$ cat src/maip_regs.vh
// register map, field positions and reset values of the audio input port
`ifndef MAIP_REGS_VH
`define MAIP_REGS_VH
`define MAIP_ADDR_CHCTL   7'h02
`define MAIP_ADDR_IFCTL   7'h03
`define MAIP_ADDR_PWRCTL  7'h04
`define MAIP_CHCTL_RST    9'h120
`define MAIP_IFCTL_RST    9'h000
`define MAIP_PWRCTL_RST   9'h000
`define MAIP_ATC_BIT      3
`define MAIP_ROUTE_LSB    5
`define MAIP_FMT_LSB      0
`define MAIP_LRP_BIT      2
`define MAIP_BCP_BIT      3
`define MAIP_IWL_LSB      4
`define MAIP_MS_BIT       6
`define MAIP_PD_LSB       0
`define MAIP_GPD_BIT      4
`define MAIP_FMT_RJ       2'h0
`define MAIP_FMT_LJ       2'h1
`define MAIP_FMT_I2S      2'h2
`define MAIP_FMT_DSP      2'h3
`define MAIP_CW_BITS      16
`define MAIP_BCLK_DIV     8
`endif

$ cat src/maip_sync.v
// three-stage synchroniser with agreement filter for one pin
`timescale 1ns/100ps
`default_nettype none
module maip_sync (
  input  wire sys_clk,
  input  wire rst_b,
  input  wire pinIn,
  output reg  level_r
);
  reg s1_r;
  reg s2_r;
  reg s3_r;
  always @(posedge sys_clk or negedge rst_b) begin
    if (!rst_b) begin
      s1_r    <= 1'b0;
      s2_r    <= 1'b0;
      s3_r    <= 1'b0;
      level_r <= 1'b0;
    end else begin
      s1_r <= pinIn;
      s2_r <= s1_r;
      s3_r <= s2_r;
      if (s2_r == s3_r) begin
        level_r <= s3_r;
      end
    end
  end
endmodule
`default_nettype wire

$ cat src/maip_port.v
// eight-channel serial audio input port with 3-wire control port
//
// Notes on behaviour
// master/slave bit, slave after reset, data inputs
// slave samples data and word clock on rise
// polarity bit moves sampling to falling edge
// master drives bit clock and word clock
// source changes data on falling bit clock
// msb first; 16/20/24/32; rj caps at 24
// source gives each phase one word length
// dsp: eight channels on line one, sync
// left-justified: msb first edge after transition
// right-justified: lsb just before transition
// i2s: msb second edge, low is left
// dsp a: msb second edge after sync
// dsp b: msb first edge after sync
// dsp words back to back, fixed order
// per-converter powerdown keeps reference alive
// global powerdown overrides all, kills reference
// software powers converters down before global
// mode pin selects serial or strapped control
// control data sampled on shift clock rise
// control word: 7 address, 9 data bits
// latch rising edge commits shifted word
// tracking bit applies left attenuation both sides
// routing field selects each output source; code stores it in chCtl_r but nothing reads it
// mode pin high means hardware control
// format field: rj, lj, i2s, dsp
// word-clock polarity bit: dsp a/b or invert
// word-length field: 16/20/24/32 bits
// controller shifts msb first, then raises latch
`timescale 1ns/100ps
`default_nettype none
`include "maip_regs.vh"
module maip_port #(
  parameter BCLK_DIV = `MAIP_BCLK_DIV
) (
  input  wire        sys_clk,
  input  wire        rst_b,
  input  wire        bitClkIn,
  output wire        bitClkOut,
  output wire        bitClkOe,
  input  wire        wordClkIn,
  output wire        wordClkOut,
  output wire        wordClkOe,
  input  wire [3:0]  audioDataIn,
  input  wire        modeSelPin,
  input  wire        ctrlDataPin,
  input  wire        ctrlShiftClockPin,
  input  wire        ctrlLatchPin,
  output reg  [2:0]  sampleChan,
  output reg  [23:0] sampleLeft,
  output reg  [23:0] sampleRight,
  output wire        sampleValid,
  input  wire        sampleReady,
  output wire        attenTrackLeft,
  output reg  [3:0]  converterPowerdown,
  output wire        midrailPowerdown,
  output wire        hwMode
);
  // ------------------------------------------------------------
  // pin synchronisers
  // ------------------------------------------------------------
  wire bclkS;
  wire lrckS;
  wire mdS;
  wire mcS;
  wire mlS;
  wire modeS;
  wire [3:0] dinS;
  maip_sync uBclk (.sys_clk(sys_clk), .rst_b(rst_b), .pinIn(bitClkIn),
    .level_r(bclkS));
  maip_sync uLrck (.sys_clk(sys_clk), .rst_b(rst_b), .pinIn(wordClkIn),
    .level_r(lrckS));
  maip_sync uMd (.sys_clk(sys_clk), .rst_b(rst_b), .pinIn(ctrlDataPin),
    .level_r(mdS));
  maip_sync uMc (.sys_clk(sys_clk), .rst_b(rst_b),
    .pinIn(ctrlShiftClockPin), .level_r(mcS));
  maip_sync uMl (.sys_clk(sys_clk), .rst_b(rst_b), .pinIn(ctrlLatchPin),
    .level_r(mlS));
  maip_sync uMode (.sys_clk(sys_clk), .rst_b(rst_b), .pinIn(modeSelPin),
    .level_r(modeS));
  genvar g;
  generate
    for (g = 0; g < 4; g = g + 1) begin : gDin
      maip_sync uDin (.sys_clk(sys_clk), .rst_b(rst_b),
        .pinIn(audioDataIn[g]), .level_r(dinS[g]));
    end
  endgenerate

  // ------------------------------------------------------------
  // control port and registers
  // ------------------------------------------------------------
  reg [15:0] shift_r;
  reg        mcPrev_r;
  reg        mlPrev_r;
  reg [8:0]  chCtl_r;
  reg [8:0]  ifCtl_r;
  reg [8:0]  pwrCtl_r;
  assign hwMode = modeS;
  always @(posedge sys_clk or negedge rst_b) begin
    if (!rst_b) begin
      shift_r  <= 16'h0000;
      mcPrev_r <= 1'b0;
      mlPrev_r <= 1'b0;
      chCtl_r  <= `MAIP_CHCTL_RST;
      ifCtl_r  <= `MAIP_IFCTL_RST;
      pwrCtl_r <= `MAIP_PWRCTL_RST;
    end else begin
      mcPrev_r <= mcS;
      mlPrev_r <= mlS;
      if (!modeS && mcS && !mcPrev_r) begin
        shift_r <= {shift_r[14:0], mdS};
      end
      if (!modeS && mlS && !mlPrev_r) begin
        case (shift_r[15:9])
          `MAIP_ADDR_CHCTL:  chCtl_r  <= shift_r[8:0];
          `MAIP_ADDR_IFCTL:  ifCtl_r  <= shift_r[8:0];
          `MAIP_ADDR_PWRCTL: pwrCtl_r <= shift_r[8:0];
          default:           chCtl_r  <= chCtl_r;
        endcase
      end
    end
  end

  // hardware mode: latch pin picks i2s or rj, latch and shift clock pins together pick length
  wire [1:0] fmt;
  wire [1:0] word_length_select;
  wire       wordclk_polarity;
  wire       bitclk_polarity;
  wire       master;
  assign fmt    = modeS ? (mlS ? `MAIP_FMT_I2S : `MAIP_FMT_RJ)
                        : ifCtl_r[`MAIP_FMT_LSB +: 2];
  assign word_length_select    = modeS ? (mlS ? (mcS ? 2'h2 : 2'h0) : (mcS ? 2'h1 : 2'h2))
                        : ifCtl_r[`MAIP_IWL_LSB +: 2];
  assign wordclk_polarity    = modeS ? 1'b0 : ifCtl_r[`MAIP_LRP_BIT];
  assign bitclk_polarity    = modeS ? 1'b0 : ifCtl_r[`MAIP_BCP_BIT];
  assign master = modeS ? 1'b0 : ifCtl_r[`MAIP_MS_BIT];
  assign attenTrackLeft = chCtl_r[`MAIP_ATC_BIT];
  assign midrailPowerdown = pwrCtl_r[`MAIP_GPD_BIT];
  always @* begin
    converterPowerdown = pwrCtl_r[`MAIP_PD_LSB +: 4];
    if (pwrCtl_r[`MAIP_GPD_BIT]) begin
      converterPowerdown = 4'hf;
    end
  end

  // word length in bits; right-justified 32 falls back to 24
  reg [5:0] wlen;
  always @* begin
    case (word_length_select)
      2'h0:    wlen = 6'd16;
      2'h1:    wlen = 6'd20;
      2'h2:    wlen = 6'd24;
      default: wlen = (fmt == `MAIP_FMT_RJ) ? 6'd24 : 6'd32;
    endcase
  end

  // ------------------------------------------------------------
  // master clock generation
  // ------------------------------------------------------------
  reg [7:0] div_r;
  reg       bclkGen_r;
  reg [8:0] bitCnt_r;
  reg       lrckGen_r;
  wire [8:0] halfLen;
  assign halfLen = (fmt == `MAIP_FMT_DSP) ? {wlen, 3'h0} : {3'h0, wlen};
  always @(posedge sys_clk or negedge rst_b) begin
    if (!rst_b) begin
      div_r     <= 8'h00;
      bclkGen_r <= 1'b0;
      bitCnt_r  <= 9'h000;
      lrckGen_r <= 1'b0;
    end else if (master) begin
      if (div_r == BCLK_DIV[7:0] - 8'h01) begin
        div_r     <= 8'h00;
        bclkGen_r <= ~bclkGen_r;
        if (bclkGen_r) begin
          // word clock changes on falling bit clock
          if (fmt == `MAIP_FMT_DSP) begin
            bitCnt_r  <= (bitCnt_r == halfLen - 9'h001) ? 9'h000
                         : bitCnt_r + 9'h001;
            lrckGen_r <= (bitCnt_r == halfLen - 9'h001);
          end else if (bitCnt_r == halfLen - 9'h001) begin
            bitCnt_r  <= 9'h000;
            lrckGen_r <= ~lrckGen_r;
          end else begin
            bitCnt_r <= bitCnt_r + 9'h001;
          end
        end
      end else begin
        div_r <= div_r + 8'h01;
      end
    end else begin
      div_r     <= 8'h00;
      bclkGen_r <= 1'b0;
      bitCnt_r  <= 9'h000;
      lrckGen_r <= 1'b0;
    end
  end
  assign bitClkOut  = bclkGen_r ^ bitclk_polarity;
  assign bitClkOe   = master;
  assign wordClkOut = lrckGen_r;
  assign wordClkOe  = master;

  // ------------------------------------------------------------
  // bit-clock edge detection and framing
  // ------------------------------------------------------------
  reg  bclkPrev_r;
  wire bclkNow;
  wire sampleEdge;
  assign bclkNow = master ? bclkGen_r : bclkS;
  // in master mode the generated rise is seen in the same cycle it drives
  assign sampleEdge = bitclk_polarity ? (bclkPrev_r && !bclkNow)
                          : (!bclkPrev_r && bclkNow);
  wire lrckRaw;
  assign lrckRaw = master ? lrckGen_r : lrckS;
  reg        lrPrev_r;
  reg [5:0]  cnt_r;
  reg [2:0]  slot_r;
  reg        skip_r;
  reg        active_r;
  reg [31:0] sh_r [0:3];
  reg [23:0] wordL_r [0:3];
  reg [23:0] wordR_r [0:3];
  reg        frameDone_r;
  reg [3:0]  dspMask_r;
  wire       lrIsLeft;
  // i2s inverts the sense; lrp inverts it again outside dsp
  assign lrIsLeft = (lrPrev_r ^ (fmt == `MAIP_FMT_I2S)) ^ wordclk_polarity;
  wire lrEdge;
  assign lrEdge = (lrckRaw != lrPrev_r);
  wire [23:0] fit [0:3];
  generate
    for (g = 0; g < 4; g = g + 1) begin : gFit
      // left-align into 24 bits: pad short words, drop extra lsbs
      assign fit[g] = (wlen == 6'd32) ? sh_r[g][31:8]
                    : (wlen == 6'd24) ? sh_r[g][23:0]
                    : (wlen == 6'd20) ? {sh_r[g][19:0], 4'h0}
                    : {sh_r[g][15:0], 8'h00};
    end
  endgenerate
  integer i;
  always @(posedge sys_clk or negedge rst_b) begin
    if (!rst_b) begin
      bclkPrev_r  <= 1'b0;
      lrPrev_r    <= 1'b0;
      cnt_r       <= 6'h00;
      slot_r      <= 3'h0;
      skip_r      <= 1'b0;
      active_r    <= 1'b0;
      frameDone_r <= 1'b0;
      dspMask_r   <= 4'h0;
      for (i = 0; i < 4; i = i + 1) begin
        sh_r[i]    <= 32'h0000_0000;
        wordL_r[i] <= 24'h000000;
        wordR_r[i] <= 24'h000000;
      end
    end else begin
      bclkPrev_r  <= bclkNow;
      frameDone_r <= 1'b0;
      if (sampleEdge) begin
        lrPrev_r <= lrckRaw;
        for (i = 0; i < 4; i = i + 1) begin
          sh_r[i] <= {sh_r[i][30:0], dinS[i]};
        end
        if (fmt == `MAIP_FMT_RJ) begin
          if (lrEdge) begin
            for (i = 0; i < 4; i = i + 1) begin
              if (lrIsLeft) wordL_r[i] <= fit[i];
              else          wordR_r[i] <= fit[i];
            end
            frameDone_r <= !lrIsLeft;
            dspMask_r   <= 4'hf;
          end
        end else if (fmt == `MAIP_FMT_DSP) begin
          if (lrckRaw && !lrPrev_r) begin
            skip_r   <= !wordclk_polarity;
            active_r <= wordclk_polarity;
            cnt_r    <= 6'h00;
            slot_r   <= 3'h0;
          end else if (skip_r) begin
            skip_r   <= 1'b0;
            active_r <= 1'b1;
          end
          if (active_r || (lrckRaw && !lrPrev_r && wordclk_polarity)) begin
            if (cnt_r == wlen - 6'h01 && !(lrckRaw && !lrPrev_r)) begin
              cnt_r  <= 6'h00;
              slot_r <= slot_r + 3'h1;
              if (slot_r[0]) wordR_r[slot_r[2:1]] <= fit[0];
              else           wordL_r[slot_r[2:1]] <= fit[0];
              if (slot_r == 3'h7) begin
                active_r    <= 1'b0;
                frameDone_r <= 1'b1;
                dspMask_r   <= 4'hf;
              end
            end else if (!(lrckRaw && !lrPrev_r)) begin
              cnt_r <= cnt_r + 6'h01;
            end
          end
        end else begin
          // lj: msb on first edge, i2s: one spare edge first
          if (lrEdge) begin
            skip_r   <= (fmt == `MAIP_FMT_I2S);
            active_r <= (fmt == `MAIP_FMT_LJ);
            cnt_r    <= 6'h00;
          end else if (skip_r) begin
            skip_r   <= 1'b0;
            active_r <= 1'b1;
          end
          if ((active_r && !lrEdge) || (lrEdge && fmt == `MAIP_FMT_LJ))
          begin
            if (cnt_r == wlen - 6'h01 && active_r && !lrEdge) begin
              active_r <= 1'b0;
              for (i = 0; i < 4; i = i + 1) begin
                if ((lrckRaw ^ (fmt == `MAIP_FMT_I2S)) ^ wordclk_polarity)
                  wordL_r[i] <= fit[i];
                else
                  wordR_r[i] <= fit[i];
              end
              frameDone_r <= !((lrckRaw ^ (fmt == `MAIP_FMT_I2S)) ^ wordclk_polarity);
              dspMask_r   <= 4'hf;
            end else if (!lrEdge) begin
              cnt_r <= cnt_r + 6'h01;
            end
          end
        end
      end
    end
  end

  // ------------------------------------------------------------
  // two-entry output buffer: each entry holds one converter's left and right words
  // ------------------------------------------------------------
  reg [50:0] buf_r [0:1];
  reg        wp_r;
  reg        rp_r;
  reg [1:0]  cnt2_r;
  reg [3:0]  pend_r;
  reg [1:0]  pick;
  wire       bufFull;
  wire       push;
  wire [50:0] pushWord;
  assign bufFull = (cnt2_r == 2'h2);
  assign pushWord = {1'b0, pick, wordL_r[pick], wordR_r[pick]};
  always @* begin
    pick = 2'h0;
    if (!pend_r[0]) pick = pend_r[1] ? 2'h1 : (pend_r[2] ? 2'h2 : 2'h3);
  end
  assign push = (pend_r != 4'h0) && !bufFull;
  assign sampleValid = (cnt2_r != 2'h0);
  wire pop;
  assign pop = sampleValid && sampleReady;
  always @(posedge sys_clk or negedge rst_b) begin
    if (!rst_b) begin
      wp_r        <= 1'b0;
      rp_r        <= 1'b0;
      cnt2_r      <= 2'h0;
      pend_r      <= 4'h0;
      buf_r[0]    <= 51'h0;
      buf_r[1]    <= 51'h0;
      sampleChan  <= 3'h0;
      sampleLeft  <= 24'h000000;
      sampleRight <= 24'h000000;
    end else begin
      // a new frame while words wait marks all four converters pending again
      if (frameDone_r) pend_r <= dspMask_r;
      else if (push)   pend_r <= pend_r & ~(4'h1 << pick);
      if (push) begin
        buf_r[wp_r] <= pushWord;
        wp_r        <= ~wp_r;
      end
      if (pop) rp_r <= ~rp_r;
      cnt2_r <= cnt2_r + {1'b0, push} - {1'b0, pop};
      // head registers load with the entry so data stands with valid
      if ((cnt2_r == 2'h0 && push) || (cnt2_r == 2'h1 && pop && push)) begin
        {sampleChan, sampleLeft, sampleRight} <= pushWord;
      end else if (pop) begin
        {sampleChan, sampleLeft, sampleRight} <= buf_r[~rp_r];
      end
    end
  end
endmodule
`default_nettype wire

$ cat config.mk
export PLATFORM = sky130hd
export DESIGN_NAME = maip_port
export DESIGN_NICKNAME = d
export VERILOG_FILES = /design/src/maip_sync.v /design/src/maip_port.v
export VERILOG_INCLUDE_DIRS = /design/src
export SDC_FILE = /design/constraint.sdc
export NUM_CORES = 1
export LEC_CHECK = 0
export BUFFER_PORTS_ARGS = -buffer_cell sky130_fd_sc_hd__buf_4
export CAP_MARGIN = 20
export CORE_ASPECT_RATIO = 1.2
export CORE_MARGIN = 5
export CORE_UTILIZATION = 65
export CTS_BUF_LIST = sky130_fd_sc_hd__clkbuf_16
export CTS_CLUSTER_SIZE = 25
export DETAILED_ROUTE_END_ITERATION = 8
export PLACE_DENSITY = 0.85
export RECOVER_POWER = 50
export SETUP_SLACK_MARGIN = 0.4
export SYNTH_ARGS = -nofsm -noshare
export SYNTH_HDL_FRONTEND = slang
export SYNTH_SLANG_ARGS = --single-unit
export TNS_END_PERCENT = 5
$ cat constraint.sdc
create_clock -name sys_clk -period 6.3 [get_ports sys_clk]
set_clock_uncertainty 0.15 [all_clocks]
set_input_delay 0.315 -clock sys_clk [delete_from_list [all_inputs] [get_ports sys_clk]]
set_output_delay 0.315 -clock sys_clk [all_outputs]
set_load 0.02 [all_outputs]
==> qor.csv <==
stage,metric,value,unit
status,status,"finished, violations left",
status,violations,"max-capacitance violations, max-slew violations",
timing,tns,0,ns
global_routing,grt_use_total,0.3051,
run,max_cap_violations,4,
timing,fmax,0.2006,GHz
power_and_ir_drop,swShare,0.3810,
logic_synthesis,synth_top_family_by_area,multiplexers,
logic_synthesis,synth_xor_area_frac,0.006067,
logic_synthesis,syn-mean-instance-area,10.42,um2
power_and_ir_drop,intPower,8.506,mW
clock_tree,cts_buffers,55,
hold_path,hold_class,in2async,
clock_tree,clk_latency,0.64,ns
die,design.die.area,48750,um2
die,rows,84,
timing,finalCritPeriodShare,0.7913,
finish,fin_area,31440,um2
timing,rsz0062_at_grt,no,
logic_synthesis,synth_common_cells,"dfrtp_1, nand2_1, mux2_2",
power_and_ir_drop,power.switching,5.236,mW
routing,via_per_inst,6.362,
clock_tree,cts.clk_slew.worst_paths,0.07,ns
place,post_dp_cell_area,29610,um2
logic_synthesis,yosys_warnings,0,
power_and_ir_drop,p_seq_frac,0.412,
logic_synthesis,synthAdderAreaFrac,0.01040,
routing,drt_iter0_drc,2692,
finish,final_nets,2786,
place,place_hpwl,50690,um
clock_tree,htreeDepth,2,
clock_tree,cts_hold_buf,12,
logic_synthesis,synthMostInstantiatedCell,dfrtp_1,
critical_path,required,6.65,ns
logic_synthesis,synth_nets,2801,
power_and_ir_drop,p_leak,14.54,nW
global_routing,grt_max_degree,122,
power_and_ir_drop,ir_drop,415.3,uV
routing,drt-total-wl,73990,um
power_and_ir_drop,clkPwrFrac,0.252,
die,core_area,43930,um2
finish,nFillCells,3034,
finish,drive_gt1_frac,0.1823,
finish,synthToLayoutAreaGrowth,8.884,%
clock_tree,cts_root_buffer,clkbuf_16,
logic_synthesis,yosysUniqueCellTypes,80,
power_and_ir_drop,combPwrFrac,0.336,
routing,wl_per_cell,22.00,um
logic_synthesis,synth_compound_area_frac,0.1218,
logic_synthesis,syn_area,28870,um2
clock_tree,cts_tree,built,
die,die_h,240.9,um
critical_path,critPathMaxFanout,24,
logic_synthesis,synth_top_area_share,0.5053,
place,numPortBuffers,74,
timing,setup_viol,0,
timing,max-slew-margin-rel,-1.620,
die,die_x,202.4,um
global_routing,grt_pass1_vias,21080,
finish,fin_util,0.7156,
logic_synthesis,muxShareOfSynthArea,0.2121,
logic_synthesis,ys_seq_elements,583,
timing,slew_viol_final,314,
logic_synthesis,synth_area_leaders,"dfrtp_1, mux2_2, mux2i_1",
timing,fin_crit,4.985,ns
routing,dr_total_vias,21400,
die,start_util,0.6572,
critical_path,start_kind,register,
clock_tree,clock_path_buffers,3,
routing,drt-pass1-iter-count,8,
global_routing,antenna_found_initial,2,
timing,tightest_slew,3.930,ns
critical_path,crit_type,reg2reg,
global_routing,grt_first_pass_wirelength,119400,um
power_and_ir_drop,p_per_area,437.1,nW/um2
logic_synthesis,async_flop_share,1.000,
global_routing,overflow,0,
clock_tree,postCtsSetupRepairBufs,0,
logic_synthesis,synth_edf_count,0,
logic_synthesis,synthSimpleGateAreaFrac,0.1102,
logic_synthesis,ys.flop_type,dfrtp_1,
logic_synthesis,syn_inst,2772,
timing,hold_viol,0,
clock_tree,cts_resized,0,
place,gp_congestion,1.077,
logic_synthesis,post-synth-top-area-cell,dfrtp_1,
critical_path,endpoint_kind,register,
clock_tree,cts_sinks,583,
critical_path,cp.arrival,5.34,ns
logic_synthesis,seq_area_frac_synth,0.5053,
die,num_io_pins,76,
routing,drcViolationCount,0,
routing,ant_nets,0,
-- power by group through the flow --
| stage | clock (mW) | combinational [mW] | sequential [mW] |
|---|---|---|---|
| after global placement | 0 | 4.36 | 5.60 |
| after detailed placement | 0 | 4.56 | 5.69 |
| after global routing | 3.66 | 5.04 | 5.78 |
| after CTS | 3.50 | 4.63 | 5.63 |
| after floorplan | 0 | 3.17 | 5.49 |
| final | 3.46 | 4.62 | 5.66 |
-- critical path, stage by stage (launching register included) --
cell and delay [ns]:
dfrtp_1 0.77, mux2i_1 0.39, ha_1 0.47, nor2b_1 0.10, o32ai_2 0.41, ha_4 0.28
xor2_1 0.15, nor3_1 0.39, o2111ai_4 0.27, o22ai_2 0.32, and2_2 0.26, nand2_2 0.39
mux2_1 0.49
-- kinds of logic (layout without fill, tap and decap cells) --
group,Yosys count,after routing
multiplexers,556,556
other,1,2
adder cells (fa/ha/maj),26,26
flip-flops,583,583
AO/OA/AOI/OAI,615,615
AND/OR/NAND/NOR,751,751
buffers and inverters,220,251
XOR/XNOR,20,20
-- area by class of cell --
type | instances | area, um2 | share of cell area
Tap cell | 559 | 699.4 | 0.02225
Timing Repair Buffer | 124 | 805.8 | 0.02563
Clock inverter | 48 | 515.5 | 0.01640
Clock buffer | 55 | 1376 | 0.04378
Inverter | 24 | 90.09 | 0.002866
Sequential cell | 583 | 14590 | 0.4642
Antenna cell | 1 | 2.502 | 0.00007960
Multi-Input combinational cell | 1969 | 13350 | 0.4248
-- routing by layer --
metal	track usage	vias up	wire length [um]
li1	-	9710	-
met1	0.4267	10600	30890
met2	0.4918	911	35020
met3	0.04825	175	5028
met4	0.1128	2	3032
met5	0	-	18
-- placed cells by master, fill, tap and decap left out, drive strengths merged, types with 6 or more instances in the layout --
cell	netlist	layout
nand3	18	18
nand2	381	381
a21oi	209	209
nor2b	13	13
o21ai	265	265
o211ai	35	35
o22ai	15	15
nand3b	6	6
maj3	10	10
a22o	6	6
clkinv	1	33
bufinv	0	8
a222oi	12	12
dlygate4sd3	0	12
mux2i	163	163
inv	23	27
a22oi	18	18
xnor2	11	11
a31oi	11	11
nor3	8	8
buf	63	43
ha	16	16
or2	10	10
clkbuf	133	124
nor2	242	242
and3	30	30
nor3b	6	6
xor2	9	9
mux2	393	393
dfrtp	583	583
nand2b	15	15
-- state kept, by name, summed over array words and instances, names as in the netlist, 2 cells and up --
signal	count
sh_r	128
buf_r	100
wordL_r	96
wordR_r	96
sampleLeft	24
sampleRight	24
shift_r	16
bitCnt_r	9
div_r	8
ifCtl_r	7
cnt_r	6
pwrCtl_r	5
gDin.uDin.level_r	4
gDin.uDin.s1_r	4
gDin.uDin.s2_r	4
gDin.uDin.s3_r	4
pend_r	4
slot_r	3
cnt2_r	2
sampleChan	2
-- path summary, 6_finish.rpt --
kind / startpoint / endpoint / slack (ns) / cells after the start
worst max register to register: uMode.level_r$_DFFE_PN0N_ / wordR_r[9]$_DFFE_PN0P_ / 1.31 / 12
max in group asynchronous: rst_b / pend_r[1]$_DFFE_PN0P_ / 2.38 / 3
min in group sys_clk: wordClkIn / uLrck.s1_r$_DFF_PN0_ / 0.19 / 2
worst min register to register: uMd.s1_r$_DFF_PN0_ / uMd.s2_r$_DFF_PN0_ / 0.20 / 0
worst min-delay path: rst_b / buf_r[43]$_DFFE_PN0P_ / 0.14 / 2
worst max-delay path: uMode.level_r$_DFFE_PN0N_ / wordR_r[9]$_DFFE_PN0P_ / 1.31 / 12
-- stage by stage --
stage	instances	hold slack, ns	total power, mW	setup WS [ns]
3_3_place_gp	3243	0.1811	9.965	1.554
6_report	3363	0.1393	13.74	1.315
2_1_floorplan	2772	-0.1306	8.660	2.132
5_1_grt	3362	0.1819	14.47	0.9420
4_1_cts	3359	0.1465	13.76	1.350
3_5_place_dp	3244	0.1858	10.25	1.398
(Power assumes the default switching activity.)
